File: src/rtl/watchdog_defines.vh
// constants for the timeout monitor: timing counts and control field reset values
`ifndef WATCHDOG_DEFINES_VH
`define WATCHDOG_DEFINES_VH

// system clock period and the nominal monitor oscillator rate
`define CLK_PERIOD_NS 100
`define OSC_RATE_HZ 128000

// shortest time-out in oscillator cycles; each code step doubles it
`define BASE_TIMEOUT_CYCLES 32'h0000_0800
// highest documented prescale code; larger codes act as this one
`define MAX_PRESCALE_CODE 4'h9
// time-outs span 16 ms at code 0 up to 8 s at the top code
`define MIN_TIMEOUT_MS 16
`define MAX_TIMEOUT_MS 8000

// change window length in system clock cycles
`define CHANGE_WINDOW_CYCLES 3'h4

// start-up delay after a time-out reset, in its own unit and in cycles
`define STARTUP_DELAY_NS 64000
`define STARTUP_DELAY_CYCLES ((`STARTUP_DELAY_NS + `CLK_PERIOD_NS - 1) / `CLK_PERIOD_NS)

// reset values of the control fields
`define RST_PRESCALE 4'h0
`define RST_RESET_ENABLE 1'b0
`define RST_IRQ_ENABLE 1'b0

`endif

File: src/rtl/timeout_counter.v
// oscillator cycle counter with selectable doubling time-out
`include "watchdog_defines.vh"

module timeout_counter #(
   parameter CNT_W = 20
) (
   input wire clk_in,
   input wire srst_in,
   input wire ce_in,
   input wire tick_in,
   input wire restart_in,
   input wire run_in,
   input wire [3:0] prescale_in,
   output reg expire_out
);

   reg [CNT_W-1:0] count;
   wire [3:0] code;
   wire [CNT_W-1:0] terminal;
   wire [31:0] terminal_full;

   // reserved codes fall back to the longest period
   assign code = (prescale_in > `MAX_PRESCALE_CODE) ?
      `MAX_PRESCALE_CODE : prescale_in;
   // terminal count is base << code, minus one
   // worked out at full width, then cut to the counter width on purpose
   assign terminal_full = (`BASE_TIMEOUT_CYCLES << code) - 32'h0000_0001;
   assign terminal = terminal_full[CNT_W-1:0];

   // count ticks; restart always wins over an expiry in the same cycle
   always @(posedge clk_in)
   begin
      if (srst_in)
      begin
         count <= {CNT_W{1'b0}};
         expire_out <= 1'b0;
      end
      else if (ce_in)
      begin
         expire_out <= 1'b0;
         if (restart_in || !run_in)
            count <= {CNT_W{1'b0}};
         else if (tick_in)
         begin
            if (count >= terminal)
            begin
               count <= {CNT_W{1'b0}};
               expire_out <= 1'b1;
            end
            else
               count <= count + {{(CNT_W-1){1'b0}}, 1'b1};
         end
      end
   end

endmodule // timeout_counter

File: src/rtl/watchdog_timer_with_reset.v
// timeout monitor with interrupt, reset and combined modes
`include "watchdog_defines.vh"

module watchdog_timer_with_reset #(
   parameter CNT_W = 20,
   parameter STARTUP_CYCLES = `STARTUP_DELAY_CYCLES
) (
   input wire clk_in,
   input wire srst_in,
   input wire ce_in,
   input wire osc_in,
   input wire always_on_fuse_in,
   input wire restart_in,
   input wire ctrl_wr_in,
   input wire wr_irq_flag_in,
   input wire wr_irq_enable_in,
   input wire wr_change_enable_in,
   input wire wr_reset_enable_in,
   input wire [3:0] wr_prescale_in,
   input wire flag_wr_in,
   input wire wr_reset_flag_in,
   input wire irq_vector_ack_in,
   output wire irq_out,
   output reg reset_pulse_out,
   output wire startup_hold_out,
   output wire timeout_irq_flag_out,
   output wire timeout_irq_enable_out,
   output wire change_enable_bit_out,
   output wire reset_enable_bit_out,
   output wire [3:0] prescale_select_out,
   output wire timeout_reset_flag_out
);

   reg osc_meta;
   reg osc_sync;
   reg osc_last;
   reg timeout_irq_flag;
   reg timeout_irq_enable;
   reg reset_enable_bit;
   reg timeout_reset_flag;
   reg [3:0] prescale_select;
   reg [2:0] window_cnt;
   reg [31:0] startup_cnt;
   reg fuse;
   wire osc_tick;
   wire expire;
   wire window_open;
   wire open_write;
   wire change_write;
   wire re_eff;
   wire ie_eff;
   wire run;
   wire fire_reset;
   wire fire_irq;

   // oscillator synchroniser
   // two flops before any logic; the edge detector reads the second and its delayed copy
   always @(posedge clk_in)
   begin
      if (srst_in)
      begin
         osc_meta <= 1'b0;
         osc_sync <= 1'b0;
         osc_last <= 1'b0;
         fuse <= 1'b0;
      end
      else if (ce_in)
      begin
         osc_meta <= osc_in;
         osc_sync <= osc_meta;
         osc_last <= osc_sync;
         fuse <= always_on_fuse_in;
      end
   end

   assign osc_tick = osc_sync & ~osc_last;

   assign re_eff = reset_enable_bit | timeout_reset_flag | fuse;
   assign ie_eff = timeout_irq_enable & ~fuse;
   assign run = re_eff | ie_eff;

   assign open_write = ctrl_wr_in & wr_change_enable_in & wr_reset_enable_in;
   assign window_open = (window_cnt != 3'h0);
   assign change_write = ctrl_wr_in & ~wr_change_enable_in & window_open;

   timeout_counter #(
      .CNT_W(CNT_W)
   ) u_counter (
      .clk_in(clk_in),
      .srst_in(srst_in),
      .ce_in(ce_in),
      .tick_in(osc_tick),
      .restart_in(restart_in | reset_pulse_out),
      .run_in(run),
      .prescale_in(prescale_select),
      .expire_out(expire)
   );

   assign fire_reset = expire & re_eff & (~ie_eff | timeout_irq_flag);
   assign fire_irq = expire & ie_eff & ~fire_reset;

   always @(posedge clk_in)
   begin
      if (srst_in)
         reset_pulse_out <= 1'b0;
      else if (ce_in)
         reset_pulse_out <= fire_reset;
   end

   // delay starts on pulse fall
   // loads while the pulse is high, so counting begins as it drops
   always @(posedge clk_in)
   begin
      if (srst_in)
         startup_cnt <= 32'h0000_0000;
      else if (ce_in)
      begin
         if (reset_pulse_out)
            startup_cnt <= STARTUP_CYCLES;
         else if (startup_cnt != 32'h0000_0000)
            startup_cnt <= startup_cnt - 32'h0000_0001;
      end
   end

   assign startup_hold_out = reset_pulse_out |
      (startup_cnt != 32'h0000_0000);

   always @(posedge clk_in)
   begin
      if (srst_in)
         window_cnt <= 3'h0;
      else if (ce_in)
      begin
         if (open_write)
            window_cnt <= `CHANGE_WINDOW_CYCLES;
         else if (change_write)
            window_cnt <= 3'h0;
         else if (window_open)
            window_cnt <= window_cnt - 3'h1;
      end
   end

   // prescale and reset-enable updates
   always @(posedge clk_in)
   begin
      if (srst_in)
      begin
         prescale_select <= `RST_PRESCALE;
         reset_enable_bit <= `RST_RESET_ENABLE;
      end
      else if (ce_in)
      begin
         if (open_write)
            reset_enable_bit <= 1'b1;
         else if (change_write)
         begin
            prescale_select <= wr_prescale_in;
            reset_enable_bit <= wr_reset_enable_in;
         end
         else if (ctrl_wr_in && wr_reset_enable_in)
            reset_enable_bit <= 1'b1;
      end
   end

   // irq enable and flag; a new expiry beats any clear
   always @(posedge clk_in)
   begin
      if (srst_in)
      begin
         timeout_irq_enable <= `RST_IRQ_ENABLE;
         timeout_irq_flag <= 1'b0;
      end
      else if (ce_in)
      begin
         if (reset_pulse_out)
         begin
            timeout_irq_enable <= 1'b0;
            timeout_irq_flag <= 1'b0;
         end
         else
         begin
            if (irq_vector_ack_in && re_eff)
               timeout_irq_enable <= 1'b0;
            else if (ctrl_wr_in)
               timeout_irq_enable <= wr_irq_enable_in;
            if (fire_irq)
               timeout_irq_flag <= 1'b1;
            else if (irq_vector_ack_in || (ctrl_wr_in && wr_irq_flag_in))
               timeout_irq_flag <= 1'b0;
         end
      end
   end

   // reset flag survives
   // only the power-on reset or a zero write clears it
   always @(posedge clk_in)
   begin
      if (srst_in)
         timeout_reset_flag <= 1'b0;
      else if (ce_in)
      begin
         if (fire_reset)
            timeout_reset_flag <= 1'b1;
         else if (flag_wr_in && !wr_reset_flag_in)
            timeout_reset_flag <= 1'b0;
      end
   end

   // read-back and interrupt request
   assign irq_out = timeout_irq_flag & ie_eff;
   assign timeout_irq_flag_out = timeout_irq_flag;
   assign timeout_irq_enable_out = ie_eff;
   assign change_enable_bit_out = window_open;
   assign reset_enable_bit_out = re_eff;
   assign prescale_select_out = prescale_select;
   assign timeout_reset_flag_out = timeout_reset_flag;

endmodule // watchdog_timer_with_reset

File: config.mk
export PLATFORM = sky130hd
export DESIGN_NAME = watchdog_timer_with_reset
export DESIGN_NICKNAME = d
export VERILOG_FILES = /design/src/rtl/timeout_counter.v /design/src/rtl/watchdog_timer_with_reset.v
export VERILOG_INCLUDE_DIRS = /design/src /design/src/rtl
export SDC_FILE = /design/constraint.sdc
export NUM_CORES = 1
export LEC_CHECK = 0
export BUFFER_PORTS_ARGS = -buffer_cell sky130_fd_sc_hd__buf_2
export CAP_MARGIN = 20
export CORE_MARGIN = 1
export CORE_UTILIZATION = 60
export DETAILED_ROUTE_END_ITERATION = 6
export GPL_TIMING_DRIVEN = 0
export PLACE_DENSITY = 0.83
export RECOVER_POWER = 25
export SLEW_MARGIN = 15
export SYNTH_ARGS = -nofsm -noshare
export SYNTH_HDL_FRONTEND = slang
export SYNTH_SLANG_ARGS = --single-unit
File: constraint.sdc
create_clock -name clk_in -period 4.4 [get_ports clk_in]
set_input_delay 0 -clock clk_in [delete_from_list [all_inputs] [get_ports clk_in]]
set_output_delay 0 -clock clk_in [all_outputs]
set_load 0.005 [all_outputs]
==> reports/summary.md, run 1 <==
- dfxtp_1 — library cell with the largest summed area after synthesis
- 230 — DRT iter0 DRCs
- reg2reg — path type of the worst setup path
- 0 — aggregate global routing overflow
- 0 — Routed Antenna Nets
- clkbuf_1, nor2_1, nand2_1, ha_1, nor2_1, mux2_2, a32oi_1, ha_1, a21oi_1, o21ai_0, a21o_1, a311oi_1, a21oi_1, clkbuf_1, nor3_1 — worst path cell trace
- register — element type at the critical path end
- 8.72 mm — total wire length
- 438 — cell count after synthesis
- 0 ns — summed negative setup slack over all endpoints
- finished, final reports clean — result of the run
- 10.6% — fraction of final layout cells sized beyond drive strength 1
- nor2_1 — most frequent cell after synthesis
- 0.851 — routability-driven placement congestion ratio
- 15.6% — Area Growth Syn to Fin
- 80.0 um — DIE HEIGHT
- 46.6% — max-slew headroom at the worst pin
- 3.98 ns — final worst path period need
- a311oi_1 — Slowest cell on crit path
- 90.5% — Period Utilization, post-route
- 0 — post-CTS repair timing setup buffer count
- 0.52 ns — worst stage delay on the critical path
- 15.4 um — post-DR wirelength/cell
- 29.7% — global-route total usage across every layer
- register — Setup crit start kind
- 12.0% — area fraction in compound gates after synthesis
- 37.8% — proportion of netlist area held by the largest area contributor
- 10 — highest fanout seen on the critical path
- 3880 um2 — cell area reported after detailed placement
- 0 — count of endpoints failing setup in the final report
- 0 — n_diodes
- 3376 — via total after detailed routing
- 0.0118 ns — setup clock skew after layout
- prescale_select_out[1] — timing startpoint of the critical path
- 0 — number of instances resized during post-cts repair
- 4220 um2 — final std cell area, no fill
- 662 nW/um2 — power density over cell area
- 62.0% — Initial Util
- 0.08 ns — clock-pin slew on the worst setup and hold paths
- no — unrepaired setup endpoints after global routing
- wr_change_enable_in — Min-Delay Startpoint
- 5.99 mm — HPWL after detailed placement
- clkbuf_8 — root buffer cell
- nor2_1, dfxtp_1, a21oi_1 — top cell types by occurrence after synthesis
- 0.36 ns — worst-skew pair later-pin latency
- 0 — final max-slew violation count
- 54 — post-synth cell types
- 8.33 um2 — Synth Area per Inst
- 0.799 ns — Worst-Margin Slew
- 0 — Syn. warnings
- 28 — total number of placement rows
- 29.9% — simple-gate share of the synthesized area
- 5890 um2 — CORE AREA
- 69 — number of synthesized register bits
- 3 — CTS H-Tree Depth
- 2 — worst-case clock buffer depth
- 13 — maximum number of pins on one net before global-route repair
- 251 MHz — fmax
- 9.36% — xor and xnor fraction of the mapped netlist area
- 517 — final net count
- 5.98 — Avg Vias per Cell
- 9 — clock buffer count from CTS
- dfxtp_1, nor2_1, xor2_1, ha_1, xnor2_1 — most area-consuming cells after synthesis
- 0 — max_cap viols
- 2.50% — mux share of post-synthesis cell area
- 470 — net count after synthesis
- 6400 um2 — Die ar.
- 0 — EDFF count, synth
- 3125 — vias in the first global route
- in2reg — Hold Path Class
- 30 — Top-Level Pins
- 4.67 ns — required time reported for the critical path endpoint
- done — TritonCTS clock tree
- prescale_select_out[1] — reg-to-reg startpoint
- 0 — number of design rule violations left after detail routing
- dfxtp_1 — most frequently used flop master after synthesis
- 1.62 nW — leakage dissipation
- 37.8% — sequential area share after synthesis
- 0 — initial antenna violation count
- 69 — number of sinks handled by clock tree synthesis
- 4.25 ns — critical path arrival
- 14.4 mm — wire length of the first global-routing pass
- 562 uV — highest ir drop seen on vdd
- 27 — Port Buffer Count
- 3650 um2 — post-synthesis instance area
- simple AND/OR/NAND/NOR gates — dominant combinational cell family by area after synthesis
- 4.80% — share of synthesized cell area in full adder, half adder and majority cells
- 5 — length of the first detailed-routing pass in iterations
- 80.0 um — die width
- 0% — share of synthesized flip-flops with an asynchronous set or reset
- 0 — Final Hold Violating Endpoints
[path summary, 6_finish.rpt]
kind                        end  cells after the start  slack, ns
min reg2reg     startup_cnt[27]                      2       0.49
max reg2reg  u_counter.count[5]                     15       0.42
min            reset_enable_bit                      3       0.02
max          u_counter.count[5]                     15       0.42
[report_power, final]
part,switching [W],internal (W)
clock,0.000247,0.000408
combinational,0.000732,0.000516
sequential,0.000134,0.000758
[cells in the final DEF, fill, tap and decap left out, types with 4 or more instances in the layout]
cell type,synthesis,routed
nand4_1,19,19
and4_1,4,4
nor3b_1,4,4
nor3_1,27,27
o21ai_0,9,9
a21oi_1,28,28
or3_1,5,5
inv_1,11,11
nor2b_1,7,7
buf_2,0,22
xnor2_1,17,17
xor2_1,22,22
nor4_1,7,7
nand3_1,18,18
clkbuf_1,14,20
clkbuf_8,0,11
dfxtp_1,69,69
nand2_1,15,15
dlygate4sd3_1,0,9
nand2b_1,4,4
ha_1,14,14
or4_1,6,6
mux2i_1,8,8
nor2_1,70,70
nand3b_1,4,4
[kinds of logic after synthesis]
kind of cell / count (synthesis)
multiplexers: 9
AND/OR/NAND/NOR: 208
AO/OA/AOI/OAI: 68
flip-flops: 69
adder cells (fa/ha/maj): 14
buffers and inverters: 31
XOR/XNOR: 39
[critical path: cells and delay by family, from the launching register on]
kind / cells / cell delay [ns]
AO/OA/AOI/OAI: 6 / 1.55
buffers and inverters: 2 / 0.65
adder cells (fa/ha/maj): 2 / 0.56
AND/OR/NAND/NOR: 4 / 0.54
flip-flops: 1 / 0.34
multiplexers: 1 / 0.27
[repair_timing]
action / 4_1_cts / 5_1_grt
endpoints found under the hold margin: 9 / 0
setup endpoints to repair: 0 / 0
hold buffers: 9 / 0
[layout make-up]
class | instances | area (um2)
Buffer | 19 | 86.3
Clock buffer | 11 | 151
Tap cell | 75 | 93.8
Clock inverter | 5 | 106
Sequential cell | 69 | 1380
Timing Repair Buffer | 36 | 219
Multi-Input combinational cell | 338 | 2140
Fill cell | 447 | 1670
Inverter | 12 | 45.0
[metrics by stage]
stage / total power (W) / setup slack [ns] / std cells / hold WS (ns) / util [%]
global placement: 0.00206 / 0.657 / 540 / 0.234 / 65.9
floorplan: 0.00184 / 1.21 / 438 / 0.147 / -
detailed placement: 0.00210 / 0.475 / 540 / 0.249 / 65.9
finish: 0.00279 / 0.416 / 565 / 0.0245 / 71.7
global route: 0.00298 / 0.0582 / 565 / 0.0473 / 71.7
CTS: 0.00277 / 0.430 / 565 / 0.0130 / 71.8
[registers in the layout (all words and copies together) (netlist names), 3 cells and up]
| signal | flops |
|---|---|
| prescale_select_out | 4 |
| startup_cnt | 32 |
| u_counter.count | 20 |
| window_cnt | 3 |
[routing by layer]
| metal | share of wire [%] | up-vias | GRT usage (%) |
|---|---|---|---|
| met3 | 6.7 | 13 | 8.00 |
| li1 | - | 1671 | - |
| met1 | 46 | 1566 | 39.7 |
| met5 | 0 | - | 0 |
| met4 | 1.6 | 0 | 9.82 |
| met2 | 46 | 126 | 46.2 |
Note: power is estimated with default switching activity, not from simulation.
==> run 2: changes to the inputs <==
Settings changed: SYNTH_HIERARCHICAL from default to 1.
==> run 2 against run 1 <==
Via count up 6.3%. Synthesized area up 7.1%. Clock power up 5.3%.
==> reports/summary.md, run 2 <==
- 0 — post-CTS repair timing setup buffer count
- 6 — Syn. warnings
- 196 — DRT iter0 DRCs
- 29 — Port Buffer Count
- 0 ns — summed negative setup slack over all endpoints
- 0 — initial antenna violation count
- 9 — clock buffer count from CTS
- no — unrepaired setup endpoints after global routing
- 13.7 mm — wire length of the first global-routing pass
- dfxtp_1 — most frequent cell after synthesis
- 460 — cell count after synthesis
- 0% — share of synthesized flip-flops with an asynchronous set or reset
- 3.38 ns — final worst path period need
- 6310 um2 — CORE AREA
- 0 — Routed Antenna Nets
- 29 — total number of placement rows
- 492 — net count after synthesis
- 442 uV — highest ir drop seen on vdd
- 0.00881 ns — setup clock skew after layout
- 26.6% — global-route total usage across every layer
- dfxtp_1, nor2_1, nand2_1 — most frequent cells in the layout
- 0 — number of instances resized during post-cts repair
- 3910 um2 — post-synthesis instance area
- 9 — hold-fix buffer count after cts
- 10 — highest fanout seen on the critical path
- 76.9% — Period Utilization, post-route
- 5 — length of the first detailed-routing pass in iterations
- 3.62 ns — critical path arrival
- 14 — maximum number of pins on one net before global-route repair
- 0 — n_diodes
- dfxtp_1 — most frequent standard cell in the layout excluding fill and tap cells
- 15.0% — Area Growth Syn to Fin
- 0 — max_cap viols
- 0.829 — routability-driven placement congestion ratio
- 8.49 um2 — Synth Area per Inst
- 0 — EDFF count, synth
- 15.3 um — post-DR wirelength/cell
- done — TritonCTS clock tree
- dfxtp_1 — most frequently used flop master after synthesis
- 0 — final max-slew violation count
- 0.689 ns — Worst-Margin Slew
- dfxtp_1, nor2_1, ha_1, a21oi_1, nand2_1 — most area-consuming cells after synthesis
- 0 — aggregate global routing overflow
- 69 — number of synthesized register bits
- 6.07 — Avg Vias per Cell
- 32 — number of flip-flops in the largest register
- 53.7% — max-slew headroom at the worst pin
- 0 — Final Hold Violating Endpoints
- 6.20 mm — HPWL after detailed placement
- 563 nW/um2 — power density over cell area
- 0 — count of endpoints failing setup in the final report
- 4.64 ns — required time reported for the critical path endpoint
- 35.4% — sequential area share after synthesis
- 3 — CTS H-Tree Depth
- 6840 um2 — Die ar.
- 3109 — vias in the first global route
- clkbuf_8 — root buffer cell
- 0.41 ns — worst stage delay on the critical path
- 82.7 um — DIE HEIGHT
- in2reg — Hold Path Class
- 61.9% — Initial Util
- 3590 — via total after detailed routing
- 71.2% — utilization of the core after routing
- dfxtp_1 — Slowest cell on crit path
- finished, final reports clean — result of the run
- 1.67 nW — leakage dissipation
- startup_cnt — register with the most flip-flops
- 69 — number of sinks handled by clock tree synthesis
- 15.2% — fraction of final layout cells sized beyond drive strength 1
- 30 — Top-Level Pins
- 69 — post-synth cell types
- 0.35 ns — worst-skew pair later-pin latency
- 9.06 mm — total wire length
- 296 MHz — fmax
- 541 — final net count
- 82.7 um — die width
- 2 — worst-case clock buffer depth
- register — element type at the critical path end
- 0 — number of design rule violations left after detail routing
- 35.4% — proportion of netlist area held by the largest area contributor
- register — Setup crit start kind
- dfxtp_1 — library cell with the largest summed area after synthesis
- reg2reg — path type of the worst setup path
- dfxtp_1, nor2_1, nand2_1 — top cell types by occurrence after synthesis
- nor2_1, nand3b_1, ha_1, clkbuf_1, nor4_1, a21oi_1, nor2_1, a21oi_1, ha_1, nand2_1, nor4_4, nand4_4, a41oi_4, buf_8, nor2_2 — worst path cell trace
- 0.08 ns — clock-pin slew on the worst setup and hold paths
## run 2: changes by cell type after synthesis, sizes merged, moves of 6 or more
cell   change
nand2     +27
nor3      -16
xor2      -16
or3       +12
nand4     -11
nor4      +11
nor2      -10
a21oi      +6
nand3      -6
o21ai      +6
## run 2: per-layer routing
metal	share of wire, %	global-route usage [%]	vias to the layer above
met1	44	32.2	1686
met2	49	45.5	107
met3	4.7	4.29	23
met4	2.2	13.3	0
li1	-	-	1774
met5	0	0	-
## run 2: path summary, 6_finish.rpt
kind	from	to	slack, ns	depth (start not counted)
worst min-delay path	flag_wr_in	timeout_reset_flag_out	0.02	4
worst max-delay path	prescale_select_out[3]	u_counter/count[2]	1.02	15
worst max register to register	prescale_select_out[3]	u_counter/count[2]	1.02	15
worst min register to register	u_counter/count[1]	u_counter/count[1]	0.47	2
## run 2: area by class of cell
class,instances,area (um2)
well taps,77,96.3
repair buffers,38,223
inverters,14,52.6
flip-flops and latches,69,1380
multi-input cells,359,2370
plain buffers,18,104
clock buffers,9,124
fillers,467,1820
clock inverters,7,146
## run 2: cell families (layout without fill, tap and decap cells)
family	after synthesis	in the layout	share of synthesized area [%]
buffers and inverters	32	86	4.03
and+or+nand+nor	221	221	32.3
AOI/OAI and AO/OA	86	86	14.8
DFF	69	69	35.4
adders and majority gates	14	14	4.48
muxes	14	14	3.62
xor gates and xnor gates	24	24	5.38
## run 2: worst max-delay path: cells and delay by family, from the launching register on
kind	cells	cell delay, ns
AO/OA/AOI/OAI	3	0.50
adder cells (fa/ha/maj)	2	0.52
buffers and inverters	2	0.38
flip-flops	1	0.41
AND/OR/NAND/NOR	8	1.45
## run 2: report_power, final
group | internal [W] | leakage, nW | switching [W] | total [W]
sequential | 0.000708 | 0.559 | 0.000101 | 0.000809
clock | 0.000438 | 0.134 | 0.000253 | 0.000690
combinational | 0.000410 | 0.977 | 0.000620 | 0.00103
total | 0.00156 | 1.67 | 0.000974 | 0.00253
## run 2: per-stage QoR
step | hold slack (ns) | instances | total power, W | cell area [um2] | worst slack, ns
after floorplan | 0.144 | 460 | 0.00159 | 3910 | 1.45
after global placement | 0.233 | 566 | 0.00177 | 4150 | 1.18
after detailed placement | 0.249 | 566 | 0.00182 | 4150 | 1.10
after CTS | 0.00489 | 591 | 0.00251 | 4510 | 1.06
after global routing | 0.0325 | 591 | 0.00267 | 4500 | 0.730
final | 0.0179 | 591 | 0.00253 | 4500 | 1.02
